File: src/verilog/sync_select_defines.vh
// sync source selection: register map, field positions, reset values
// assumes inclusion by bare name from the design files
`ifndef SYNC_SELECT_DEFINES_VH
`define SYNC_SELECT_DEFINES_VH

// ----------------------------------------------------------------------
// register indices and byte addresses (byte address = 4 x index)
// ----------------------------------------------------------------------
`define IDX_MIXER_NCO      8'h1f
`define IDX_FIFO_DIVIDER   8'h20
`define IDX_SYNC_CONTROL   8'h30
`define IDX_SYNC_STATUS    8'h31
`define ADDR_W             8

// ----------------------------------------------------------------------
// reset values
// ----------------------------------------------------------------------
`define RST_MIXER_NCO      16'h1140
`define RST_FIFO_DIVIDER   16'h2400
`define RST_SYNC_CONTROL   16'h0000

// ----------------------------------------------------------------------
// sync_select_mixer_nco fields
// ----------------------------------------------------------------------
`define MIX_AB_HI          15
`define MIX_AB_LO          12
`define MIX_CD_HI          11
`define MIX_CD_LO          8
`define NCO_HI             7
`define NCO_LO             4
`define FIFO_ROUTE_BIT     2
`define SW_SYNC_BIT        1
`define MIXER_NCO_RW_MASK  16'hfffe

// ----------------------------------------------------------------------
// sync_select_fifo_divider fields
// ----------------------------------------------------------------------
`define FIFO_IN_HI         15
`define FIFO_IN_LO         12
`define FIFO_OUT_HI        11
`define FIFO_OUT_LO        8
`define CLKDIV_SEL_BIT     0
`define FIFO_DIV_RW_MASK   16'hbf01
`define FIFO_IN_INPUT_STROBE_ONLY  4'h2

// ----------------------------------------------------------------------
// sync_control fields
// ----------------------------------------------------------------------
`define CLKDIV_ENA_BIT     0
`define SYNC_CONTROL_RW_MASK 16'h0001

// ----------------------------------------------------------------------
// axi responses
// ----------------------------------------------------------------------
`define RESP_OKAY          2'h0
`define RESP_SLVERR        2'h2

`endif

File: src/verilog/sync_source_select.v
// sync source selection with axi4-lite register access
// assumes one aclk domain; ext_sync, input_strobe, output_strobe asynchronous
//
// Operation
// - ab mixer mask 15:12: sw sync, ext sync, out strobe, auto; reset 0001
// - cd mixer mask 11:8 uses the same per-bit source mapping
// - several mask bits may be set; any enabled source triggers sync
// - nco mask 7:4: sw sync, ext sync, out strobe, in strobe; reset 0100
// - route field 3:2: codes 00/10 pass input strobe, 01/11 ext sync
// - routing applies only while fifo input mask equals 0010
// - sw sync bit 1 asserts sync while 1; software clears it
// - fifo output mask: 11 sw, 10 out strobe, 9 in strobe, 8 ext
// - fifo output pointer sync only while divider sync enable is set
// - divider select 0 uses out strobe, 1 uses fifo input selection
//
// Register access over AXI4-Lite was chosen for this implementation.
`timescale 1ns/100ps
`default_nettype none
`include "sync_select_defines.vh"

module sync_source_select (
   input  wire                 aclk,
   input  wire                 aresetn,
   // axi4-lite slave
   input  wire [`ADDR_W+1:0]   s_axi_awaddr,
   input  wire                 s_axi_awvalid,
   output wire                 s_axi_awready,
   input  wire [31:0]          s_axi_wdata,
   input  wire [3:0]           s_axi_wstrb,
   input  wire                 s_axi_wvalid,
   output wire                 s_axi_wready,
   output wire [1:0]           s_axi_bresp,
   output wire                 s_axi_bvalid,
   input  wire                 s_axi_bready,
   input  wire [`ADDR_W+1:0]   s_axi_araddr,
   input  wire                 s_axi_arvalid,
   output wire                 s_axi_arready,
   output wire [31:0]          s_axi_rdata,
   output wire [1:0]           s_axi_rresp,
   output wire                 s_axi_rvalid,
   input  wire                 s_axi_rready,
   // external sync pins
   input  wire                 ext_sync,
   input  wire                 input_strobe,
   input  wire                 output_strobe,
   // double-buffered mixer values
   input  wire [15:0]          mixer_ab_pending,
   input  wire [15:0]          mixer_cd_pending,
   output wire [15:0]          mixer_ab_active,
   output wire [15:0]          mixer_cd_active,
   // sync distribution
   output wire                 mixer_ab_sync,
   output wire                 mixer_cd_sync,
   output wire                 nco_sync,
   output wire                 fifo_in_sync,
   output wire                 fifo_out_sync,
   output wire                 clkdiv_sync,
   output wire                 fifo_input_strobe_path
);

   // ---------------------------------------------------------------
   // helpers
   // ---------------------------------------------------------------
   function [1:0] decode;
      input [`ADDR_W+1:0] addr;
      begin
         case (addr[`ADDR_W+1:2])
            `IDX_MIXER_NCO:    decode = 2'h0;
            `IDX_FIFO_DIVIDER: decode = 2'h1;
            `IDX_SYNC_CONTROL: decode = 2'h2;
            `IDX_SYNC_STATUS:  decode = 2'h3;
            default:           decode = 2'h3;
         endcase
      end
   endfunction

   function mapped;
      input [`ADDR_W+1:0] addr;
      begin
         mapped = (addr[`ADDR_W+1:2] == `IDX_MIXER_NCO) ||
                  (addr[`ADDR_W+1:2] == `IDX_FIFO_DIVIDER) ||
                  (addr[`ADDR_W+1:2] == `IDX_SYNC_CONTROL) ||
                  (addr[`ADDR_W+1:2] == `IDX_SYNC_STATUS);
      end
   endfunction

   // byte-lane merge limited to the writable bits
   function [15:0] merge;
      input [15:0] old;
      input [15:0] wdata;
      input [1:0]  strb;
      input [15:0] rw_mask;
      reg   [15:0] lanes;
      begin
         lanes = {{8{strb[1]}}, {8{strb[0]}}} & rw_mask;
         merge = (old & ~lanes) | (wdata & lanes);
      end
   endfunction

   // masked or of four source events
   function any_source;
      input [3:0] mask;
      input [3:0] events;
      begin
         any_source = |(mask & events);
      end
   endfunction

   // ---------------------------------------------------------------
   // registers and state
   // ---------------------------------------------------------------
   reg [15:0]          mixer_nco_q;
   reg [15:0]          fifo_divider_q;
   reg [15:0]          sync_control_q;
   reg                 aw_got_q;
   reg                 w_got_q;
   reg [`ADDR_W+1:0]   awaddr_q;
   reg [31:0]          wdata_q;
   reg [3:0]           wstrb_q;
   reg                 bvalid_q;
   reg [1:0]           bresp_q;
   reg                 rvalid_q;
   reg [31:0]          rdata_q;
   reg [1:0]           rresp_q;
   reg                 auto_sync_q;
   reg [15:0]          mixer_ab_active_q;
   reg [15:0]          mixer_cd_active_q;
   reg                 mixer_ab_sync_q;
   reg                 mixer_cd_sync_q;
   reg                 nco_sync_q;
   reg                 fifo_in_sync_q;
   reg                 fifo_out_sync_q;
   reg                 clkdiv_sync_q;
   reg                 fifo_path_q;
   reg [15:0]          read_word;

   wire [2:0]          pin_level;
   wire [2:0]          pin_rise;
   wire                aw_hs;
   wire                w_hs;
   wire                ar_hs;
   wire                do_write;
   wire                sw_sync;
   wire                sync_ev;
   wire                input_strobe_ev;
   wire                output_strobe_ev;
   wire                route_ev;
   wire                mixer_ab_d;
   wire                mixer_cd_d;
   wire                nco_d;
   wire                fifo_in_d;
   wire                fifo_out_d;
   wire                clkdiv_d;
   wire [3:0]          fifo_in_mask;

   // ---------------------------------------------------------------
   // pin synchronisers
   // ---------------------------------------------------------------
   sync_edge_detect u_pins (
      .aclk    (aclk),
      .aresetn (aresetn),
      .pin_in  ({output_strobe, input_strobe, ext_sync}),
      .level   (pin_level),
      .rise    (pin_rise)
   );

   assign sync_ev = pin_rise[0];
   assign input_strobe_ev = pin_rise[1];
   assign output_strobe_ev = pin_rise[2];
   assign sw_sync = mixer_nco_q[`SW_SYNC_BIT];

   // ---------------------------------------------------------------
   // axi4-lite write channel
   // ---------------------------------------------------------------
   assign aw_hs         = s_axi_awvalid & s_axi_awready;
   assign w_hs          = s_axi_wvalid & s_axi_wready;
   assign s_axi_awready = ~aw_got_q & ~bvalid_q;
   assign s_axi_wready  = ~w_got_q & ~bvalid_q;
   assign do_write      = aw_got_q & w_got_q & ~bvalid_q;

   always @(posedge aclk) begin
      if (!aresetn) begin
         aw_got_q       <= 1'b0;
         w_got_q        <= 1'b0;
         awaddr_q       <= {(`ADDR_W+2){1'b0}};
         wdata_q        <= 32'h0;
         wstrb_q        <= 4'h0;
         bvalid_q       <= 1'b0;
         bresp_q        <= `RESP_OKAY;
         auto_sync_q    <= 1'b0;
         mixer_nco_q    <= `RST_MIXER_NCO;
         fifo_divider_q <= `RST_FIFO_DIVIDER;
         sync_control_q <= `RST_SYNC_CONTROL;
      end else begin
         auto_sync_q <= 1'b0;
         if (aw_hs) begin
            aw_got_q <= 1'b1;
            awaddr_q <= s_axi_awaddr;
         end
         if (w_hs) begin
            w_got_q <= 1'b1;
            wdata_q <= s_axi_wdata;
            wstrb_q <= s_axi_wstrb;
         end
         if (do_write) begin
            aw_got_q <= 1'b0;
            w_got_q  <= 1'b0;
            bvalid_q <= 1'b1;
            bresp_q  <= mapped(awaddr_q) ? `RESP_OKAY : `RESP_SLVERR;
            auto_sync_q <= mapped(awaddr_q) && (decode(awaddr_q) != 2'h3);
            case (decode(awaddr_q))
               2'h0: mixer_nco_q <= merge(mixer_nco_q, wdata_q[15:0],
                                          wstrb_q[1:0], `MIXER_NCO_RW_MASK);
               2'h1: if (mapped(awaddr_q)) begin
                  fifo_divider_q <= merge(fifo_divider_q, wdata_q[15:0],
                                          wstrb_q[1:0], `FIFO_DIV_RW_MASK);
               end
               2'h2: sync_control_q <= merge(sync_control_q, wdata_q[15:0],
                                             wstrb_q[1:0], `SYNC_CONTROL_RW_MASK);
               default: ;
            endcase
         end else if (bvalid_q && s_axi_bready) begin
            bvalid_q <= 1'b0;
         end
      end
   end

   assign s_axi_bvalid = bvalid_q;
   assign s_axi_bresp  = bresp_q;

   // ---------------------------------------------------------------
   // axi4-lite read channel
   // ---------------------------------------------------------------
   assign s_axi_arready = ~rvalid_q;
   assign ar_hs         = s_axi_arvalid & ~rvalid_q;

   always @* begin
      case (decode(s_axi_araddr))
         2'h0:    read_word = mixer_nco_q;
         2'h1:    read_word = fifo_divider_q;
         2'h2:    read_word = sync_control_q;
         default: read_word = {13'h0, pin_level};
      endcase
   end

   always @(posedge aclk) begin
      if (!aresetn) begin
         rvalid_q <= 1'b0;
         rdata_q  <= 32'h0;
         rresp_q  <= `RESP_OKAY;
      end else if (ar_hs) begin
         rvalid_q <= 1'b1;
         rdata_q  <= mapped(s_axi_araddr) ? {16'h0, read_word} : 32'h0;
         rresp_q  <= mapped(s_axi_araddr) ? `RESP_OKAY : `RESP_SLVERR;
      end else if (rvalid_q && s_axi_rready) begin
         rvalid_q <= 1'b0;
      end
   end

   assign s_axi_rvalid = rvalid_q;
   assign s_axi_rdata  = rdata_q;
   assign s_axi_rresp  = rresp_q;

   // ---------------------------------------------------------------
   // source routing and sync distribution
   // ---------------------------------------------------------------
   assign fifo_in_mask = fifo_divider_q[`FIFO_IN_HI:`FIFO_IN_LO];
   assign route_ev = ((fifo_in_mask == `FIFO_IN_INPUT_STROBE_ONLY) &&
                      mixer_nco_q[`FIFO_ROUTE_BIT]) ? sync_ev : input_strobe_ev;

   assign mixer_ab_d = any_source(mixer_nco_q[`MIX_AB_HI:`MIX_AB_LO],
                                  {sw_sync, sync_ev, output_strobe_ev, auto_sync_q});
   assign mixer_cd_d = any_source(mixer_nco_q[`MIX_CD_HI:`MIX_CD_LO],
                                  {sw_sync, sync_ev, output_strobe_ev, auto_sync_q});
   assign nco_d      = any_source(mixer_nco_q[`NCO_HI:`NCO_LO],
                                  {sw_sync, sync_ev, output_strobe_ev, input_strobe_ev});
   assign fifo_in_d  = any_source(fifo_in_mask,
                                  {sw_sync, 1'b0, route_ev, sync_ev});
   assign fifo_out_d = sync_control_q[`CLKDIV_ENA_BIT] &
                       any_source(fifo_divider_q[`FIFO_OUT_HI:`FIFO_OUT_LO],
                                  {sw_sync, output_strobe_ev, input_strobe_ev, sync_ev});
   assign clkdiv_d   = fifo_divider_q[`CLKDIV_SEL_BIT] ? fifo_in_d : output_strobe_ev;

   always @(posedge aclk) begin
      if (!aresetn) begin
         mixer_ab_sync_q   <= 1'b0;
         mixer_cd_sync_q   <= 1'b0;
         nco_sync_q        <= 1'b0;
         fifo_in_sync_q    <= 1'b0;
         fifo_out_sync_q   <= 1'b0;
         clkdiv_sync_q     <= 1'b0;
         fifo_path_q       <= 1'b0;
         mixer_ab_active_q <= 16'h0;
         mixer_cd_active_q <= 16'h0;
      end else begin
         mixer_ab_sync_q <= mixer_ab_d;
         mixer_cd_sync_q <= mixer_cd_d;
         nco_sync_q      <= nco_d;
         fifo_in_sync_q  <= fifo_in_d;
         fifo_out_sync_q <= fifo_out_d;
         clkdiv_sync_q   <= clkdiv_d;
         fifo_path_q     <= route_ev;
         if (mixer_ab_d) begin
            mixer_ab_active_q <= mixer_ab_pending;
         end
         if (mixer_cd_d) begin
            mixer_cd_active_q <= mixer_cd_pending;
         end
      end
   end

   assign mixer_ab_sync          = mixer_ab_sync_q;
   assign mixer_cd_sync          = mixer_cd_sync_q;
   assign nco_sync               = nco_sync_q;
   assign fifo_in_sync           = fifo_in_sync_q;
   assign fifo_out_sync          = fifo_out_sync_q;
   assign clkdiv_sync            = clkdiv_sync_q;
   assign fifo_input_strobe_path = fifo_path_q;
   assign mixer_ab_active        = mixer_ab_active_q;
   assign mixer_cd_active        = mixer_cd_active_q;

endmodule // sync_source_select

`default_nettype wire

File: src/verilog/sync_edge_detect.v
// two-stage synchroniser and rising-edge detector for the three sync pins
// assumes pins asynchronous to aclk
`timescale 1ns/100ps
`default_nettype none

module sync_edge_detect (
   input  wire       aclk,
   input  wire       aresetn,
   input  wire [2:0] pin_in,
   output wire [2:0] level,
   output wire [2:0] rise
);

   reg [2:0] meta_q;
   reg [2:0] stable_q;
   reg [2:0] prev_q;

   // ---------------------------------------------------------------
   // synchroniser and edge detect
   // ---------------------------------------------------------------
   always @(posedge aclk) begin
      if (!aresetn) begin
         meta_q   <= 3'h0;
         stable_q <= 3'h0;
         prev_q   <= 3'h0;
      end else begin
         meta_q   <= pin_in;
         stable_q <= meta_q;
         prev_q   <= stable_q;
      end
   end

   assign level = stable_q;
   assign rise  = stable_q & ~prev_q;

endmodule // sync_edge_detect

`default_nettype wire

File: config.mk
export PLATFORM = sky130hd
export DESIGN_NAME = sync_source_select
export DESIGN_NICKNAME = d
export VERILOG_FILES = /design/src/verilog/sync_source_select.v /design/src/verilog/sync_edge_detect.v
export VERILOG_INCLUDE_DIRS = /design/src /design/src/verilog
export SDC_FILE = /design/constraint.sdc
export NUM_CORES = 1
export LEC_CHECK = 0
export BUFFER_PORTS_ARGS = -buffer_cell sky130_fd_sc_hd__buf_2
export CAP_MARGIN = 10
export CORE_MARGIN = 2
export CORE_UTILIZATION = 35
export CTS_CLUSTER_DIAMETER = 80
export DETAILED_ROUTE_END_ITERATION = 7
export GPL_TIMING_DRIVEN = 0
export HOLD_SLACK_MARGIN = 0.15
export PLACE_DENSITY_LB_ADDON = 0.08
export SLEW_MARGIN = 10
export SYNTH_ARGS = -nofsm -noshare
export SYNTH_HDL_FRONTEND = slang
export SYNTH_HIERARCHICAL = 1
export SYNTH_SLANG_ARGS = --single-unit
File: constraint.sdc
create_clock -name aclk -period 1.71 [get_ports aclk]
set_input_delay 0.171 -clock aclk [delete_from_list [all_inputs] [get_ports aclk]]
set_output_delay 0.171 -clock aclk [all_outputs]
set_load 0.05 [all_outputs]
======== Word level (Yosys, flattened, before mapping) ========
Cells that the tools add are included.
word-level totals
  flip-flop bits (word level) ............. 165
  input bits .............................. 98
  output and inout bits ................... 80
  word-level logic and storage cells ...... 110
cells by class
  equal/unequal tests ..................... 14
  muxes and demuxes ....................... 14
  bitwise gates (word level) .............. 32
  reductions and logical operators ........ 24
operators by type and width
  kind                                           count
  AND 16 bit                                     5
  == test 8 x 6 -> 1 bit, second input constant  6
  OR 16 bit                                      3
  case mux 16 bit (3 select lines)               1
  NOT 16 bit                                     2
  AND 4 bit                                      5
  OR reduction 4 bit                             5
  AND 16 x 1 -> 16 bit                           1
  == test 8 x 5 -> 1 bit, second input constant  2
  two-way mux 16 bit                             1
  NOT 1 -> 16 bit                                1
  case mux 2 bit (3 select lines)                2
  AND 1 bit                                      8
  two-way mux 2 bit                              4
  logical OR 1 bit                               6
  two-way mux 1 bit                              6
  AND reduction 2 bit                            3
  NOT 1 bit                                      5
  == test 2 x 1 -> 1 bit, second input constant  2
  == test 2 bit, second input constant           2
  == test 4 x 2 -> 1 bit, second input constant  1
  logical AND 1 bit                              4
  zero test 2 bit                                2
  nonzero test 2 bit                             2
  other kinds (5)                                5

======== Longest topological paths before layout ========
Gate-level depths: netlist of the first run.
  depth after elaboration ................. 6
  mapped depth ............................ 6
  gate-level depth less buffers ........... 4

======== By module ========
Netlist of the first run, hierarchy kept.
modules (own cells, without submodules)
  module              instances  cells an instance  area each (µm²)
  sync_source_select  1          541                4,840.9
  sync_edge_detect    1          21                 255.2

======== Least setup slack after synthesis of the first run ========
No wires, ideal clock.
  kind .................................... flip-flop to flip-flop
  start ................................... register bvalid_q, in the netlist s_axi_bvalid
  end ..................................... register wdata_q[10]
  setup time .............................. 0.076 ns
  data arrival time ....................... 1.779 ns
  path slack .............................. -0.145 ns
  stages on the path, launching flop included .. 7
  cell sequence ........................... dfxtp_1 -> clkbuf_1 -> or3b_2 -> clkbuf_1 -> clkbuf_1 -> nand2_1 -> a21boi_0
on the way
  word-level cells in the longest chain between the ends .. 3
ends and longest elaborated chain
  element                   line                      RTL
  start: declaration        sync_source_select.v:120  reg bvalid_q;
  start signal: assignment  sync_source_select.v:188  bvalid_q <= 1'b0;
  start signal: assignment  sync_source_select.v:208  bvalid_q <= 1'b1;
  start signal: assignment  sync_source_select.v:223  bvalid_q <= 1'b0;
  NOT 1 bit                 sync_source_select.v:178  assign s_axi_wready = ~w_got_q & ~bvalid_q;
  AND 1 bit                 sync_source_select.v:178
  AND 1 bit                 sync_source_select.v:176  assign w_hs = s_axi_wvalid & s_axi_wready;
  end signal: assignment    sync_source_select.v:202  wdata_q <= s_axi_wdata;
  end: declaration          sync_source_select.v:118  reg [31:0] wdata_q;
No other way between the ends.
A chain may end at the register's enable or synchronous reset.

==> metrics.cfg, run 1 <==
[synthesis]
synth-edff-count = 0
yosysSeqAreaShare = 0.4753
syn_area_sq_um = 5096
ys_ff_latch = 121
ys_warn_count = 6
synth_area_per_cell_sq_um = 9.068
synth_cell_type_count = 43
synthCells = 562
ys_async_sr_fraction = 0
ys.flop_type = dfxtp_1

[clock_tree]
ctsRootBufferMaster = clkbuf_16
cts.clk_slew.worst_paths_ps = 50
htreeDepth = 4
cts_buffers = 17
clock_latency_ps = 410
cts_max_path_buffers = 2
clock-sinks = 121
cts_tree = yes

[grt]
grt_pass1_wl_um = 23630
grt_max_degree = 17
overflow = 0
grtUsageTotal = 0.1914
first_global_vias = 4729
antenna_found_initial = 0

[timing]
finalCriticalPeriod_ps = 1626
fin_skew_ps = 6.751
slew_headroom = 0.5241
finalMaxSlewViolations = 0
hold_viol = 0
finalSetupViolations = 0
rsz0062_at_grt = false
worstMarginPinSlew_ps = 712.1
final.setup.tns_ps = 0
period_share = 0.9509
fmax_mhz = 615.0
finalWorstSetupSlack_ps = 84.05

[finish]
drive_above_1_share = 0.2848
areaGrowthSynthToFinish_pct = 49.69
stdcell_area_sq_um = 7629
stdcell_count = 1009
fillers = 1349
layout.nets = 910
fin_util = 0.5309
antenna_cells = 0

[worst_setup_path]
crit_path_cell_trace = or4b_1, buf_2, nor4_1, mux2i_1
reg2reg_from = awaddr_q[3]
reg2reg_depth = 4
r2r_slack_ps = 80
path_depth = 4
start_kind = register
crit_slowest_cell = or4b_1
path_buf_inv = 1
slowest_delay_ps = 500
cp-end-kind = register
critPathMaxFanout = 5
critPathKind = register to register
cp.required_ps = 2050
cp-startpoint = awaddr_q[3]
crit_family = simple AND/OR/NAND/NOR gates
crit_arrival_ps = 1970

[placement]
dp_cells = 900
place_congestion = 0.7797
dpl.hpwl_um = 10330
placed_area_sq_um = 6087
port_buffers = 137
dpl_worst_slack_ps = -372.8

[routing]
antenna_left = 0
dr.first_iter.drc_count = 255
drt_wl_total_um = 14770
vias = 4853
drc = 0
wire_per_inst_um = 14.64
vias_per_cell = 4.810
drt-pass1-iter-count = 4

[die]
initial_core_util = 0.3547
ios = 178
core_area_sq_um = 14370
die_height_um = 124.7
die_width_um = 124.7
die_area_sq_um = 15540
rows = 44

[status]
outcome = completed

[power_and_ir_drop]
p_leak_nw = 3.187
vdd_drop_max_mv = 0.6968
power.density_nw_per_um2 = 1016

[hold_path]
hold_class = input port to register

[flow_run]
max_cap_viol_count = 0

==> worst min-delay path, cell delays in order <==
cell     delay, ps
buf_2          130
inv_1           60
a21oi_1        130
o31ai_1         70
==> synthesized netlist by cell type (2+ instances only) <==
cell type / count / share of area
dfxtp_1: 121 / 0.48
nand2_1: 80 / 0.059
a21boi_0: 61 / 0.090
nand3_1: 52 / 0.051
clkbuf_1: 37 / 0.027
o21ai_0: 34 / 0.033
mux2i_1: 33 / 0.065
nand4_1: 25 / 0.031
nor2b_1: 22 / 0.027
buf_4: 18 / 0.027
a22oi_1: 9 / 0.013
and2_1: 9 / 0.011
nor2_1: 9 / 0.0066
nand2b_1: 5 / 0.0061
a22o_1: 4 / 0.0069
inv_1: 4 / 0.0029
a21oi_1: 3 / 0.0029
and4b_1: 3 / 0.0059
a31oi_1: 2 / 0.0025
buf_1: 2 / 0.0015
nand4b_1: 2 / 0.0034
nor3b_2: 2 / 0.0049
nor4_1: 2 / 0.0025
nor4_4: 2 / 0.0083
nor4b_1: 2 / 0.0034
o31ai_1: 2 / 0.0029
==> stage by stage <==
step	hold WS [ps]	power [mW]
after floorplan	292.7	3.420
after global placement	378.0	3.612
after detailed placement	388.5	3.623
after CTS	171.3	7.826
after global routing	220.9	8.023
final	190.6	7.747
==> area by class of cell <==
type                    count  area, sq um  share of cell area
multi-input cells         396         2487              0.3261
flip-flops and latches    121         2429              0.3184
repair buffers            219         1484              0.1945
clock buffers              27        563.0             0.07381
plain buffers              53        295.3             0.03871
well taps                 184        230.2             0.03018
clock inverters             5        125.1             0.01640
inverters                   4        15.01            0.001968
==> cell families (layout without fill, tap and decap cells) <==
group,after synthesis,count (layout),synth area share
and+or+nand+nor,224,224,0.2369
DFF,121,121,0.4753
AOI/OAI and AO/OA,120,120,0.1608
buffers and inverters,62,308,0.05917
muxes,34,34,0.06703
other,1,18,0.0007359
==> repair_timing <==
action | 4_1_cts | 5_1_grt
hold endpoints to repair | 68 | 0
resized for setup | 16 | 21
buffers inserted | 4 | 8
pin swaps | 4 | 6
hold buffers | 70 | 0
endpoints found under the setup margin | 66 | 69
==> worst min path at each step <==
stage	from	slack, ps	cells past startpoint	to
final	s_axi_araddr[2]	190	4	s_axi_rdata[0]
after global placement	output_strobe	380	2	u_pins/meta_q[2]
after global routing	s_axi_wvalid	220	4	wdata_q[2]
after CTS	s_axi_araddr[2]	170	4	s_axi_rdata[0]
after detailed placement	output_strobe	390	2	u_pins/meta_q[2]
after floorplan	aresetn	290	1	u_pins/level[0]
==> report_power, final <==
part | switching, mW | internal (mW) | leakage, nW
Combinational | 0.418 | 0.331 | 1.86
Sequential | 0.0565 | 2.89 | 0.983
Clock | 1.22 | 2.83 | 0.342
Total | 1.70 | 6.05 | 3.19
==> layer usage <==
metal  up-vias  track usage  share of wire
li1       2452            -              -
met1      2212       0.2456           0.47
met2       154       0.3028           0.45
met3        35      0.04596          0.051
met4         0      0.09187          0.031
met5         -            0              0
==> cell usage in the layout, fill, tap and decap left out, types with 3 or more instances in the layout <==
cell type,netlist,routed
a21boi_0,61,61
a21oi_1,3,3
a22o_2,0,4
a22oi_1,9,5
a22oi_2,0,4
and2_1,9,9
and4b_1,3,3
buf_2,1,141
buf_4,18,28
bufinv_16,0,4
clkbuf_1,37,20
clkbuf_16,0,17
clkbuf_2,0,8
clkbuf_8,0,11
conb_1,1,18
dfxtp_1,121,118
dlygate4sd3_1,0,70
inv_1,4,4
mux2i_1,33,33
nand2_1,80,80
nand2b_1,5,5
nand3_1,52,52
nand4_1,25,25
nor2_1,9,9
nor2b_1,22,22
o21ai_0,34,34
Power figures use the tool's default switching activity.
==> run 2, diff against run 1 <==
--- a/config.mk
+++ b/config.mk
@@ -6,6 +6,7 @@
 export SDC_FILE = /design/constraint.sdc
 export NUM_CORES = 1
 export LEC_CHECK = 0
+export ABC_AREA = 1
 export BUFFER_PORTS_ARGS = -buffer_cell sky130_fd_sc_hd__buf_2
 export CAP_MARGIN = 10
 export CORE_MARGIN = 2
==> metrics.cfg, run 2 <==
[die]
initial_core_util = 0.3588  ; was 0.3547
core_area_sq_um = 13240  ; was 14,370 sq um
die_height_um = 120.5  ; was 124.7 um
die_area_sq_um = 14530  ; was 15,540 sq um
rows = 42  ; was 44
die_width_um = 120.5  ; was 124.7 um
ios = 178  ; unchanged

[timing]
fmax_mhz = 635.0  ; was 615.0 MHz
finalMaxSlewViolations = 0  ; unchanged
slew_headroom = 0.5946  ; was 0.5241
fin_skew_ps = 7.762  ; was 6.751 ps
period_share = 0.9209  ; was 0.9509
finalWorstSetupSlack_ps = 135.2  ; was 84.05 ps
worstMarginPinSlew_ps = 608.1  ; was 712.1 ps
rsz0062_at_grt = false  ; unchanged
finalCriticalPeriod_ps = 1575  ; was 1626 ps
hold_viol = 0  ; unchanged
finalSetupViolations = 0  ; unchanged

[worst_setup_path]
critPathKind = register to register  ; unchanged
critPathMaxFanout = 10  ; was 5
reg2reg_depth = 9  ; was 4
r2r_slack_ps = 140  ; was 80 ps
cp.required_ps = 2050  ; about the same
cp-end-kind = register  ; unchanged
timing.rr.end = mixer_ab_active[7]
reg2reg_from = u_pins/level[0]  ; was awaddr_q[3]
start_kind = register  ; unchanged
crit_arrival_ps = 1920  ; was 1970 ps

[hold_path]
min_to = u_pins/level[2]  ; was s_axi_rdata[0]
hp-start = aresetn  ; was s_axi_araddr[2]
whs_path_depth = 4  ; unchanged
hold_class = input port to register  ; unchanged

[power_and_ir_drop]
combPwrFrac = 0.101  ; was 0.097
p_int_mw = 5.641  ; was 6.051 mW
power.switching_mw = 1.699  ; was 1.697 mW
clkPwrFrac = 0.494  ; was 0.523
p_leak_nw = 3.405  ; was 3.187 nW
vdd_drop_max_mv = 0.5596  ; was 0.6968 mV
power.density_nw_per_um2 = 1041  ; was 1016 nW/um^2
seqPwrFrac = 0.406  ; was 0.381
switching_share = 0.2314  ; was 0.2190
power_mw = 7.339  ; was 7.747 mW

[clock_tree]
clock_latency_ps = 410  ; about the same
cts_buffers = 17  ; unchanged
cts.clk_slew.worst_paths_ps = 50  ; about the same
clock-sinks = 121  ; unchanged
htreeDepth = 4  ; unchanged
ctsRootBufferMaster = clkbuf_16  ; unchanged
cts_tree = yes  ; unchanged
cts_max_path_buffers = 2  ; unchanged

[synthesis]
synthAdderAreaFrac = 0  ; unchanged
yosys-top-cells-area = dfxtp_1, nor2_1, nand2_1  ; was dfxtp_1, a21boi_0, mux2i_1
netlist.area_leader.share = 0.5097  ; was 0.4753
ys_warn_count = 6  ; unchanged
yosysMostFrequentCell = nor2_1  ; was dfxtp_1
synth_top_family_by_area = simple AND/OR/NAND/NOR gates  ; unchanged
ys_async_sr_fraction = 0  ; unchanged
ys.flop_type = dfxtp_1  ; unchanged
synth-edff-count = 0  ; unchanged
synthCells = 641  ; was 562
synth_top_cell_by_area = dfxtp_1  ; unchanged
synth_xor_area_frac = 0  ; unchanged
synthMuxAreaShare = 0  ; was 0.06703
synth-compound-area-share = 0.1377  ; was 0.1608
yosys.area_share.simple = 0.2496  ; was 0.2369
synth_cell_type_count = 30  ; was 43
syn_area_sq_um = 4752  ; was 5096 sq um
yosysSeqAreaShare = 0.5097  ; was 0.4753
synth_commonest_cells = nor2_1, dfxtp_1, nand2_1, o21ai_0, inv_1  ; was dfxtp_1, nand2_1, a21boi_0, nand3_1, clkbuf_1
synth_area_per_cell_sq_um = 7.414  ; was 9.068 sq um
ys_ff_latch = 121  ; unchanged

[grt]
antenna_found_initial = 0  ; unchanged
overflow = 0  ; unchanged
first_global_vias = 4805  ; was 4,729
grtUsageTotal = 0.1943  ; was 0.1914
grt_pass1_wl_um = 22140  ; was 23,630 um
grt_max_degree = 17  ; unchanged

[routing]
dr.first_iter.drc_count = 192  ; was 255
antenna_left = 0  ; unchanged
vias = 4826  ; was 4,853
wire_per_inst_um = 12.76  ; was 14.64 um
drc = 0  ; unchanged
drt_wl_total_um = 13630  ; was 14,770 um
vias_per_cell = 4.519  ; was 4.810
drt-pass1-iter-count = 5  ; was 4

[finish]
stdcell_area_sq_um = 7049  ; was 7629 sq um
fin_util = 0.5323  ; was 0.5309
fillers = 1288  ; was 1,349
antenna_cells = 0  ; unchanged
layout.nets = 978  ; was 910
multi_input_area_sq_um = 1944  ; was 2487 sq um
regArea_sq_um = 2425  ; was 2429 sq um
layout_common_cells = buf_2, nor2_1, dfxtp_1  ; was buf_2, dfxtp_1, nand2_1
final_common_cell = buf_2  ; unchanged
drive_above_1_share = 0.2399  ; was 0.2848
areaGrowthSynthToFinish_pct = 48.34  ; was 49.69%

[placement]
dpl_worst_slack_ps = -189.7  ; was -372.8 ps
port_buffers = 137  ; unchanged
place_congestion = 0.8687  ; was 0.7797
placed_area_sq_um = 5741  ; was 6087 sq um
dpl.hpwl_um = 9890  ; was 10,330 um

[flow_run]
max_cap_viol_count = 0  ; unchanged

[status]
outcome = completed  ; unchanged

run 2: cell types whose count changed in the layout (fill, tap and decap cells not counted), moves of 29 or more:
cell | before | now
nand3_1 | 52 | 20
nand2_1 | 80 | 109
a21oi_1 | 3 | 43
mux2i_1 | 33 | 0
nor2_1 | 9 | 135
o21ai_0 | 34 | 65
inv_1 | 4 | 56
a21boi_0 | 61 | 0
run 2: layer usage:
layer	part of all wire	vias to the layer above	track usage
li1	-	2483	-
met3	0.059	20	0.05802
met1	0.45	2163	0.2337
met2	0.47	160	0.3266
met4	0.017	0	0.07340
met5	0	-	0
run 2: worst max path at each step:
stage,from,endpoint,depth (start not counted)
floorplan,s_axi_bvalid,awaddr_q[5],5
global placement,u_pins/level[0],mixer_ab_active[12],10
detailed placement,u_pins/level[0],mixer_ab_active[7],10
CTS,u_pins/level[0],mixer_cd_active[13],10
global route,awaddr_q[9],register,10
finish,u_pins/level[0],mixer_ab_active[7],9
run 2: critical path, cell delays in order, from the launching register on:
cell      delay (ps)
dfxtp_1          350
inv_1             60
nor2_2           160
nand2_1           70
o21ai_1           70
a21oi_1           80
o21ai_4          140
clkbuf_1         320
o21ai_0          140
nor2_1           120
run 2: metrics by stage:
step	TNS, ps	cells	hold slack [ps]
5_1_grt	0	1068	169.7
2_1_floorplan	-7.408	658	268.6
3_3_place_gp	-2100	971	362.8
6_report	0	1068	167.3
3_5_place_dp	-2387	971	367.1
4_1_cts	0	1068	161.8
run 2: area by class of cell:
cell class / count / share of cell area
plain buffers: 41 / 0.03372
multi-input cells: 430 / 0.2758
well taps: 176 / 0.03124
inverters: 65 / 0.03568
clock buffers: 24 / 0.06976
clock inverters: 7 / 0.01633
flip-flops and latches: 121 / 0.3440
repair buffers: 204 / 0.1935
run 2: cell families after synthesis:
| kind of cell | Yosys count |
|---|---|
| AND/OR/NAND/NOR | 287 |
| AO/OA/AOI/OAI | 125 |
| flip-flops | 121 |
| buffers and inverters | 107 |
| other | 1 |
run 2: power groups by stage:
stage | registers, mW | clock network (mW) | logic [mW]
4_1_cts | 2.98 | 3.69 | 0.733
3_3_place_gp | 3.03 | 0 | 0.608
5_1_grt | 2.99 | 3.82 | 0.815
2_1_floorplan | 3.06 | 0 | 0.388
3_5_place_dp | 3.03 | 0 | 0.616
6_report | 2.98 | 3.62 | 0.740
run 2: what timing repair did:
action | in CTS | in global routing
buffers inserted | 1 | 1
endpoints found under the setup margin | 21 | 21
hold endpoints to repair | 69 | 0
resized for setup | 4 | 4
hold buffers | 65 | 0
pin swaps | 1 | 1
